[src/verilog/otf_defs.svh]
`ifndef OTF_DEFS_SVH
`define OTF_DEFS_SVH
// command codes of the two registers
`define OTF_CMD_LIMIT 8'h4F
`define OTF_CMD_ACTION 8'h50
// reset values: 100 C in linear format, disable with no retry and delay code 0
`define OTF_LIMIT_RST 16'hEB20
`define OTF_ACTION_RST 8'h80
// response field codes
`define OTF_RESP_IGNORE 2'b00
`define OTF_RESP_CONTINUE 2'b01
`define OTF_RESP_DISABLE 2'b10
`define OTF_RESP_RESUME 2'b11
// retry field codes
`define OTF_RETRY_NONE 3'b000
`define OTF_RETRY_FOREVER 3'b111
`endif

[src/verilog/otf_pkg.sv]
package otf_pkg;
   typedef enum logic [2:0] {
      ST_OFF,
      ST_RUN,
      ST_DELAY,
      ST_WAIT,
      ST_HOLD,
      ST_LATCH
   } otf_state_t;

   typedef struct packed {
      logic [1:0] resp;
      logic [2:0] retry;
      logic [2:0] delay;
   } otf_action_t;

   typedef struct packed {
      logic wr;
      logic rd;
      logic [7:0] code;
      logic [15:0] data;
   } otf_req_t;

   typedef struct packed {
      logic enableCmd;
      logic biasOk;
      logic otherFault;
      logic faultClear;
   } otf_ctl_t;
endpackage

[src/verilog/otf_fault_response.sv]
`timescale 1ns/1ps
`include "otf_defs.svh"

// Function
// - threshold register holds a 16-bit linear-format temperature in degrees Celsius.
// - response 00 keeps the output running through an over-temperature fault.
// - response 01 runs on for the delay, then acts per retry if fault remains.
// - response 10 switches the output off at once, then follows the retry field.
// - response 11 keeps output off while the fault lasts, re-enables when gone.
// - retry 000 makes no restart; output stays off until the fault is cleared.
// - retry 001 to 110 tries that many restarts, then stays off until cleared.
// - restart attempts start one delay apart, two to the power of the delay field times the time unit.
// - retry 111 retries forever until commanded off, bias lost, or other fault.
// - delay code n means two to the power n time units, 1 up to 128.
// - unit length comes from a separate register; one delay serves both uses.
module otf_fault_response #(
   parameter int UNIT_W = 24
) (
   // clock and reset
   input wire logic clock,
   input wire logic reset_n,
   // register access by command code
   input wire otf_pkg::otf_req_t regReq,
   output logic [15:0] rdData,
   output logic rdValid,
   output logic rdError,
   // measurement and time unit
   input wire logic [15:0] temperature,
   input wire logic [UNIT_W-1:0] unitCycles,
   // power control
   input wire otf_pkg::otf_ctl_t ctl,
   // status and output control
   output logic outputEnable,
   output logic faultSeen,
   output logic faultLatched,
   output logic [2:0] retryCount
);
   import otf_pkg::*;

   // linear format to signed fixed point with 16 fraction bits
   function automatic logic signed [47:0] linToFix(input logic [15:0] v);
      logic signed [47:0] m;
      logic [4:0] sh;
      m = {{37{v[10]}}, v[10:0]};
      sh = {~v[15], v[14:11]};
      linToFix = m <<< sh;
   endfunction

   function automatic logic [7:0] delayUnits(input logic [2:0] code);
      delayUnits = 8'h01 << code;
   endfunction

   logic [15:0] limit_ff;
   otf_action_t action_ff;
   otf_state_t state_ff;
   otf_state_t nxt_state;
   logic overTemp_ff;
   logic [UNIT_W-1:0] unitCnt_ff;
   logic [7:0] unitsDone_ff;
   logic [2:0] retryCnt_ff;
   logic [15:0] rdData_ff;
   logic rdValid_ff;
   logic rdError_ff;
   logic outputEnable_ff;
   logic faultSeen_ff;
   logic faultLatched_ff;
   logic stopReq;
   logic timerRun;
   logic unitTick;
   logic expire;
   logic moreRetries;
   logic [15:0] wrData;

   assign wrData = regReq.data;
   assign stopReq = !ctl.enableCmd || !ctl.biasOk || ctl.otherFault;
   assign timerRun = (state_ff == ST_DELAY) || (state_ff == ST_WAIT);
   assign unitTick = (UNIT_W'(unitCnt_ff + 1'b1) >= unitCycles);
   assign expire = timerRun && unitTick &&
      (unitsDone_ff == 8'(delayUnits(action_ff.delay) - 8'h01));
   assign moreRetries = (action_ff.retry == `OTF_RETRY_FOREVER) ||
      ({1'b0, retryCnt_ff} + 4'h1 < {1'b0, action_ff.retry});

   // register writes
   always_ff @(posedge clock or negedge reset_n) begin
      if (!reset_n) begin
         limit_ff <= `OTF_LIMIT_RST;
         action_ff <= `OTF_ACTION_RST;
      end else if (regReq.wr) begin
         if (regReq.code == `OTF_CMD_LIMIT) begin
            limit_ff <= wrData;
         end
         if (regReq.code == `OTF_CMD_ACTION) begin
            action_ff <= wrData[7:0];
         end
      end
   end

   // register reads, answered one cycle later
   always_ff @(posedge clock or negedge reset_n) begin
      if (!reset_n) begin
         rdData_ff <= 16'h0000;
         rdValid_ff <= 1'b0;
         rdError_ff <= 1'b0;
      end else begin
         rdValid_ff <= regReq.rd;
         rdError_ff <= 1'b0;
         rdData_ff <= 16'h0000;
         if (regReq.rd) begin
            case (regReq.code)
               `OTF_CMD_LIMIT: rdData_ff <= limit_ff;
               `OTF_CMD_ACTION: rdData_ff <= {8'h00, action_ff};
               default: rdError_ff <= 1'b1;
            endcase
         end
      end
   end

   // fault detection
   always_ff @(posedge clock or negedge reset_n) begin
      if (!reset_n) begin
         overTemp_ff <= 1'b0;
      end else begin
         overTemp_ff <= (linToFix(temperature) >= linToFix(limit_ff));
      end
   end

   // sticky fault status, a new fault wins over a clear
   always_ff @(posedge clock or negedge reset_n) begin
      if (!reset_n) begin
         faultSeen_ff <= 1'b0;
      end else if (overTemp_ff) begin
         faultSeen_ff <= 1'b1;
      end else if (ctl.faultClear) begin
         faultSeen_ff <= 1'b0;
      end
   end

   // delay timer, restarted on entry to a timed state and at each expiry
   always_ff @(posedge clock or negedge reset_n) begin
      if (!reset_n) begin
         unitCnt_ff <= '0;
         unitsDone_ff <= 8'h00;
      end else if (!timerRun || expire) begin
         unitCnt_ff <= '0;
         unitsDone_ff <= 8'h00;
      end else if (unitTick) begin
         unitCnt_ff <= '0;
         unitsDone_ff <= unitsDone_ff + 8'h01;
      end else begin
         unitCnt_ff <= unitCnt_ff + 1'b1;
      end
   end

   // failed restart attempts
   always_ff @(posedge clock or negedge reset_n) begin
      if (!reset_n) begin
         retryCnt_ff <= 3'h0;
      end else if (state_ff != ST_WAIT) begin
         retryCnt_ff <= 3'h0;
      end else if (expire && overTemp_ff && moreRetries &&
                   retryCnt_ff != `OTF_RETRY_FOREVER) begin
         retryCnt_ff <= retryCnt_ff + 3'h1;
      end
   end

   always_comb begin
      nxt_state = state_ff;
      case (state_ff)
         ST_OFF: begin
            nxt_state = ST_RUN;
         end
         ST_RUN: begin
            if (overTemp_ff) begin
               case (action_ff.resp)
                  `OTF_RESP_IGNORE: nxt_state = ST_RUN;
                  `OTF_RESP_CONTINUE: nxt_state = ST_DELAY;
                  `OTF_RESP_DISABLE: begin
                     nxt_state = (action_ff.retry == `OTF_RETRY_NONE) ? ST_LATCH : ST_WAIT;
                  end
                  default: nxt_state = ST_HOLD;
               endcase
            end
         end
         ST_DELAY: begin
            if (!overTemp_ff) begin
               nxt_state = ST_RUN;
            end else if (expire) begin
               nxt_state = (action_ff.retry == `OTF_RETRY_NONE) ? ST_LATCH : ST_WAIT;
            end
         end
         ST_WAIT: begin
            if (expire) begin
               if (!overTemp_ff) begin
                  nxt_state = ST_RUN;
               end else if (!moreRetries) begin
                  nxt_state = ST_LATCH;
               end
            end
         end
         ST_HOLD: begin
            if (!overTemp_ff) begin
               nxt_state = ST_RUN;
            end
         end
         ST_LATCH: begin
            if (ctl.faultClear && !overTemp_ff) begin
               nxt_state = ST_RUN;
            end
         end
         default: nxt_state = ST_OFF;
      endcase
      if (stopReq) begin
         nxt_state = ST_OFF;
      end
   end

   always_ff @(posedge clock or negedge reset_n) begin
      if (!reset_n) begin
         state_ff <= ST_OFF;
         outputEnable_ff <= 1'b0;
         faultLatched_ff <= 1'b0;
      end else begin
         state_ff <= nxt_state;
         outputEnable_ff <= (nxt_state == ST_RUN) || (nxt_state == ST_DELAY);
         faultLatched_ff <= (nxt_state == ST_LATCH);
      end
   end

   assign rdData = rdData_ff;
   assign rdValid = rdValid_ff;
   assign rdError = rdError_ff;
   assign outputEnable = outputEnable_ff;
   assign faultSeen = faultSeen_ff;
   assign faultLatched = faultLatched_ff;
   assign retryCount = retryCnt_ff;

   // cycles since the timer started, read only by the checks
   int waitCyc_ff;
   always_ff @(posedge clock or negedge reset_n) begin
      if (!reset_n) begin
         waitCyc_ff <= 0;
      end else if (!timerRun || expire) begin
         waitCyc_ff <= 0;
      end else begin
         waitCyc_ff <= waitCyc_ff + 1;
      end
   end
endmodule

[config.mk]
export PLATFORM = sky130hd
export DESIGN_NAME = otf_fault_response
export DESIGN_NICKNAME = d
export VERILOG_FILES = /design/src/verilog/otf_pkg.sv /design/src/verilog/otf_fault_response.sv
export VERILOG_INCLUDE_DIRS = /design/src /design/src/verilog
export SDC_FILE = /design/constraint.sdc
export NUM_CORES = 1
export LEC_CHECK = 0
export BUFFER_PORTS_ARGS = -buffer_cell sky130_fd_sc_hd__buf_2
export CAP_MARGIN = 20
export CORE_AREA = 3 3 120 122
export DETAILED_ROUTE_END_ITERATION = 16
export DIE_AREA = 0 0 123 125
export GPL_TIMING_DRIVEN = 0
export HOLD_SLACK_MARGIN = 0.03
export PLACE_DENSITY = 0.76
export SLEW_MARGIN = 20
export SYNTH_ARGS = -nofsm -noshare
export SYNTH_HDL_FRONTEND = slang
export SYNTH_SLANG_ARGS = --single-unit
[constraint.sdc]
create_clock -name clock -period 4.84 [get_ports clock]
set_clock_uncertainty 0.1 [all_clocks]
set_input_delay 0.242 -clock clock [delete_from_list [all_inputs] [get_ports clock]]
set_output_delay 0.242 -clock clock [all_outputs]
set_load 0.01 [all_outputs]
==> results of run 1 <==
==> sequential cells by signal, indices dropped and copies added, names as in the netlist, 3 cells and up <==
| signal | count |
|---|---|
| state_ff | 3 |
| limit_ff | 16 |
| unitCnt_ff | 24 |
| unitsDone_ff | 8 |
| rdData | 16 |
| retryCount | 3 |
| action_ff | 8 |
==> layer usage <==
metal	share of wire [%]	vias to the layer above	global-route usage [%]	wire (um)
met4	2.3	2	7.036	426
met5	0.064	-	0	12
met1	48	3109	35.80	8875
li1	-	3380	-	-
met2	44	225	35.57	8181
met3	6.3	34	4.246	1167
==> per-stage QoR <==
| step | setup slack, ns | cell area [um2] | hold WS [ns] |
|---|---|---|---|
| 2_1_floorplan | 1.107 | 7356 | -0.1536 |
| 4_1_cts | 0.4268 | 8427 | 0.04565 |
| 6_report | 0.4315 | 8427 | 0.05249 |
| 3_5_place_dp | 0.4488 | 8066 | 0.1213 |
| 5_1_grt | 0.05069 | 8427 | 0.05794 |
| 3_3_place_gp | 0.5084 | 8036 | 0.3085 |
==> layout make-up <==
| type | instances | area, um2 |
|---|---|---|
| clock buffers | 11 | 232.7 |
| flip-flops and latches | 84 | 2112 |
| clock inverters | 5 | 37.54 |
| well taps | 176 | 220.2 |
| fillers | 1166 | 4868 |
| repair buffers | 102 | 580.6 |
| inverters | 41 | 153.9 |
| multi-input cells | 707 | 4918 |
| plain buffers | 44 | 171.4 |
==> cells by family after synthesis <==
logic type | after synthesis | share of synthesized area [%]
DFF | 84 | 28.71
muxes | 74 | 10.61
AOI/OAI and AO/OA | 202 | 17.55
and+or+nand+nor | 329 | 22.83
xor gates and xnor gates | 29 | 3.453
adders and majority gates | 73 | 12.42
buffers and inverters | 85 | 4.422
==> critical path, cell delays in order, from the launching register on <==
cell	delay, ns
dfrtp_1	0.41
ha_1	0.22
nand2_1	0.10
nor4_2	0.49
nand2_1	0.18
nor3_2	0.30
nand3_1	0.14
xnor2_1	0.17
ha_1	0.31
nand4_2	0.12
nor4_2	0.36
nand4_1	0.15
o2111ai_2	0.43
nor3_2	0.15
or4_1	0.54
a21oi_1	0.15
==> cells in the final DEF, fill, tap and decap left out, types with 35 or more instances in the layout <==
master,Yosys,routed
a21oi_1,43,43
and2_1,35,35
buf_2,5,96
clkbuf_1,36,38
dfrtp_1,76,76
ha_1,73,73
inv_1,39,39
mux2i_1,42,42
nand2_1,88,88
nor2_1,73,73
o21ai_0,61,61
==> final timing paths <==
check,depth (start not counted),slack (ns),endpoint
worst min register to register,1,0.39,faultSeen
worst max-delay path,15,0.43,unitsDone_ff[5]
worst max register to register,15,0.43,unitsDone_ff[5]
max in group asynchronous,3,3.70,limit_ff[5]
worst min-delay path,2,0.05,action_ff[6]
min in group asynchronous,2,0.29,state_ff[0]
==> power breakdown <==
group | total (mW) | leakage (nW) | internal [mW] | switching, mW
logic | 0.520 | 2.85 | 0.211 | 0.309
registers | 0.735 | 1.13 | 0.722 | 0.0129
clock network | 0.624 | 0.126 | 0.349 | 0.275
==> repair_timing <==
item / in CTS / in global routing
endpoints found under the hold margin: 41 / 0
hold buffers: 9 / 0
buffers inserted: 0 / 0
==> results.cfg, run 1 <==
[yosys]
synth_nets = 1021
synthTopCellsByCount = 88 x nand2_1, 76 x dfrtp_1, 73 x ha_1, 73 x nor2_1, 61 x o21ai_0
ys_seq_elements = 84
netlist_area_um2 = 7356
yosys_warnings = 0
synth-edff-count = 0
synth.area.top_cells = dfrtp_1 26%, ha_1 12%, mux2i_1 5.7%, mux2_2 4.9%, nand2_1 4.5%
synth_most_common_cell = nand2_1
yosysTopAreaCell = dfrtp_1
synth.yosys.seq_area_share_pct = 28.71
synth.avg_cell_area_um2 = 8.397
async_flop_share_pct = 100.0
synth_cells = 876
synth_cell_types = 64
synth_top_area_share_pct = 25.85
synthFlopType = dfrtp_1

[die]
coreArea_um2 = 13300
std_cell_rows = 42
io_pins = 96
die-height_um = 125
die_w_um = 123
dieArea_um2 = 15380
start_util_pct = 55.33

[critical_path]
endpoint_kind = flip-flop
worstPathRequired_ns = 5.00
cp-startpoint = unitCnt_ff[0]
worstReg2RegStart = unitCnt_ff[0]
critPathKind = reg -> reg
worst_ep_arrival_time_ns = 4.57
worstSetupStartpointType = flip-flop
cp_max_fo = 7

[clocking]
cts_buffer_depth = 2
post_cts_resized = 0
clkLatencyLatePin_ns = 0.34
numCtsBuffers = 9
cts-root-buf = clkbuf_16
cts_tree = built
cts.clk_slew.worst_paths_ns = 0.06
cts_htree_levels = 3
cts.sink_count = 84

[place]
io_buffer_count = 92
dpl.hpwl_mm = 14.99
placed_cells = 1145
place.gp.congestion = 0.9688

[min_path]
min_from = regReq[6]
hp-class = in -> reg

[timing]
relSlewSlack_pct = 46.88
fin_crit_sh_pct = 91.09
max_freq_mhz = 226.8
report.final.slew_viol_count = 0
period_minus_slack_ns = 4.409
setup_tns_ns = 0
hold_violations = 0
tightest_slew_ns = 0.7968
rsz0062_at_grt = no
setup_viol = 0

[outcome]
status = finished, final reports clean

[routing]
vias_per_cell = 5.769
wl_mm = 18.66
drtAntennaViolNets = 0
firstDrtPassIters = 6
post_drt_wl_per_cell_um = 15.95
drc_errors = 0
vias = 6750
initialDrtViolationCount = 494

[grt]
grt_start_max_net_pins = 52
overflow = 0
grt_pass1_vias = 6070
grt_pass1_wl_mm = 29.95
grt.total_usage_pct = 23.99
antenna_found_initial = 1

[cells_and_area]
drive_above_1_share_pct = 17.10
diodes = 0
nNetsFinal = 1134
area_growth_pct = 14.56
post-route-util_pct = 63.38
fin_cells = 1170

[pwr]
total_power_mw = 1.879
p_leak_nw = 4.106
ir_worst_vdd_mv = 0.2400
p_per_area_nw_per_um2 = 223.0

[flow_run]
maxCapViolations = 0
No activity file was read; power rests on OpenSTA's default activity.
==> inputs of run 2 (changes only) <==
Settings changed: ABC_AREA set to 1.
==> results.cfg, run 2 <==
[die]
start_util_pct = 55.63
die-height_um = 125
die_w_um = 123
dieArea_um2 = 15380
io_pins = 96
std_cell_rows = 42
coreArea_um2 = 13300

[cells_and_area]
mostFrequentLayoutCell = nand2_1
diodes = 0
design_area_um2 = 8553
largest_reg_flops = 24
area_growth_pct = 15.65
fillers = 1267
top_register = unitCnt_ff
final_cell_mix = 252 x nand2_1, 145 x o21ai_0, 140 x inv_1
nNetsFinal = 1358
drive_above_1_share_pct = 13.14
seqCellArea_um2 = 2112
multi_input_area_um2 = 4574

[clocking]
cts_tree = built
numCtsBuffers = 9
cts_buffer_depth = 2
cts-root-buf = clkbuf_16
post-cts-setup-buffers = 0
post_cts_resized = 0
cts.sink_count = 84
cts_htree_levels = 3
cts.clk_slew.worst_paths_ns = 0.07
clkLatencyLatePin_ns = 0.35

[place]
dpl.hpwl_mm = 14.65
place.gp.congestion = 0.9184
io_buffer_count = 92
dpl_cell_area_um2 = 8107

[critical_path]
critPathKind = reg -> reg
worst_ep_arrival_time_ns = 3.96
endpoint_kind = flip-flop
cp_max_fo = 10
r2r_setup_slack_ns = 0.99
crit_path_max_incr_delay_ns = 0.40
reg2reg_to = unitCnt_ff[4]
worstReg2RegStart = unitCnt_ff[0]
path_cells = ha_1 > nand2_1 > inv_1 > nand3_4 > nor2_4 > nand3_4 > nor2_4 > nand3_4 > nor2_4 > nand3_1 > xor2_1 > inv_1 > ha_1 > nand2_1 > nor2_1 > nand2_1 > nor2_1 > nand2_1 > nand4_1 > clkbuf_1 > clkbuf_1 > nor2_1
worstPathRequired_ns = 4.95
rr_worst_depth = 22
worstSetupStartpointType = flip-flop
cpMaxStageDelayCell = clkbuf_1
cp_common_cell = nand2_1

[grt]
grt_pass1_vias = 6807
overflow = 0
grt_start_max_net_pins = 49
antenna_found_initial = 0
grt.total_usage_pct = 24.41
grt_pass1_wl_mm = 31.06

[yosys]
synth.yosys.seq_area_share_pct = 28.56
synth_cell_types = 44
synth-edff-count = 0
netlist_area_um2 = 7396
synth.area.top_cells = dfrtp_1 26%, nand2_1 13%, ha_1 12%, o21ai_0 9.8%, inv_1 7.1%
async_flop_share_pct = 100.0
synth_nets = 1240
synth_cells = 1095
synthFlopType = dfrtp_1
synth.avg_cell_area_um2 = 6.754
synth_most_common_cell = nand2_1
ys_seq_elements = 84
yosys_warnings = 0
synthTopCellsByCount = 252 x nand2_1, 145 x o21ai_0, 140 x inv_1, 105 x nor2_1, 76 x dfrtp_1
synth_top_area_share_pct = 25.71
yosysTopAreaCell = dfrtp_1

[timing]
rsz0062_at_grt = no
max_freq_mhz = 260.1
fin_crit_sh_pct = 79.44
tightest_slew_ns = 0.5253
report.final.slew_viol_count = 0
whs_ns = 0.05035
relSlewSlack_pct = 64.66
setup_tns_ns = 0
hold_violations = 0
setup_viol = 0
period_minus_slack_ns = 3.845

[routing]
drtAntennaViolNets = 0
drc_errors = 0
post_drt_wl_per_cell_um = 13.18
firstDrtPassIters = 6
wl_mm = 18.38
vias_per_cell = 5.316
initialDrtViolationCount = 580
vias = 7411

[flow_run]
maxCapViolations = 0

[min_path]
hp-class = in -> reg
hold_end = action_ff[7]
hold_depth = 3
min_from = regReq[7]

[pwr]
p_leak_nw = 4.619
p_per_area_nw_per_um2 = 234.2
ir_worst_vdd_mv = 0.1336

[outcome]
status = finished, final reports clean
==> run 2: through the flow <==
| step | power (mW) | instances | setup slack [ns] | utilization [%] |
|---|---|---|---|---|
| after global placement | 1.265 | 1363 | 0.9823 | 60.75 |
| after global routing | 2.126 | 1394 | 0.4234 | 64.33 |
| final | 2.003 | 1394 | 0.9949 | 64.33 |
| after detailed placement | 1.278 | 1364 | 0.9638 | 60.97 |
| after CTS | 2.006 | 1394 | 0.9496 | 64.33 |
| after floorplan | 1.114 | 1095 | 1.561 | - |
==> run 2: how the worst max path moves through the flow <==
stage / from / endpoint / slack (ns)
6_report: unitCnt_ff[0] / unitCnt_ff[4] / 0.99
5_1_grt: unitCnt_ff[0] / unitCnt_ff[4] / 0.42
4_1_cts: unitCnt_ff[0] / unitCnt_ff[4] / 0.95
3_5_place_dp: unitCnt_ff[0] / unitCnt_ff[4] / 0.96
3_3_place_gp: unitCnt_ff[0] / unitCnt_ff[4] / 0.98
2_1_floorplan: unitCnt_ff[0] / unitCnt_ff[10] / 1.56
==> run 2: critical path, delay by kind of cell (launching register included) <==
family	cells	cell delay, ns
flops	1	0.39
simple gates	15	1.53
buf+inv	4	1.01
xor+xnor	1	0.23
fa+ha+maj	2	0.45
==> run 2: layout make-up <==
type | count | area share (%)
inverter | 147 | 6.451
multi-input combinational | 824 | 53.48
timing repair buffer | 107 | 7.373
clock buffer | 9 | 2.633
buffer | 40 | 1.843
sequential | 84 | 24.69
clock inverter | 7 | 0.9508
tap | 176 | 2.575
==> run 2: routing by layer <==
metal  share of wire (%)  routed length (um)  GRT usage, %  up-vias
met5                   0                   0             0        -
met3                 5.0                 913         3.749       32
li1                    -                   -             -     3849
met2                  48                8831         40.50      189
met4                 1.7                 315         6.189        0
met1                  45                8319         33.33     3341
==> run 2: power breakdown <==
| part | leakage [nW] | total [mW] | switching [mW] | internal (mW) |
|---|---|---|---|---|
| Sequential | 1.06 | 0.743 | 0.0174 | 0.726 |
| Clock | 0.152 | 0.719 | 0.311 | 0.408 |
| Combinational | 3.40 | 0.541 | 0.344 | 0.197 |
==> run 2: logic make-up after synthesis <==
kind of cell,share of synthesized area (%)
multiplexers,2.047
flip-flops,28.56
AO/OA/AOI/OAI,16.38
buffers and inverters,9.592
XOR/XNOR,2.132
adder cells (fa/ha/maj),12.35
AND/OR/NAND/NOR,28.95
==> run 2: timing repair <==
action,CTS,global route
endpoints found under the hold margin,50,0
hold buffers,14,0
setup endpoints to repair,0,0
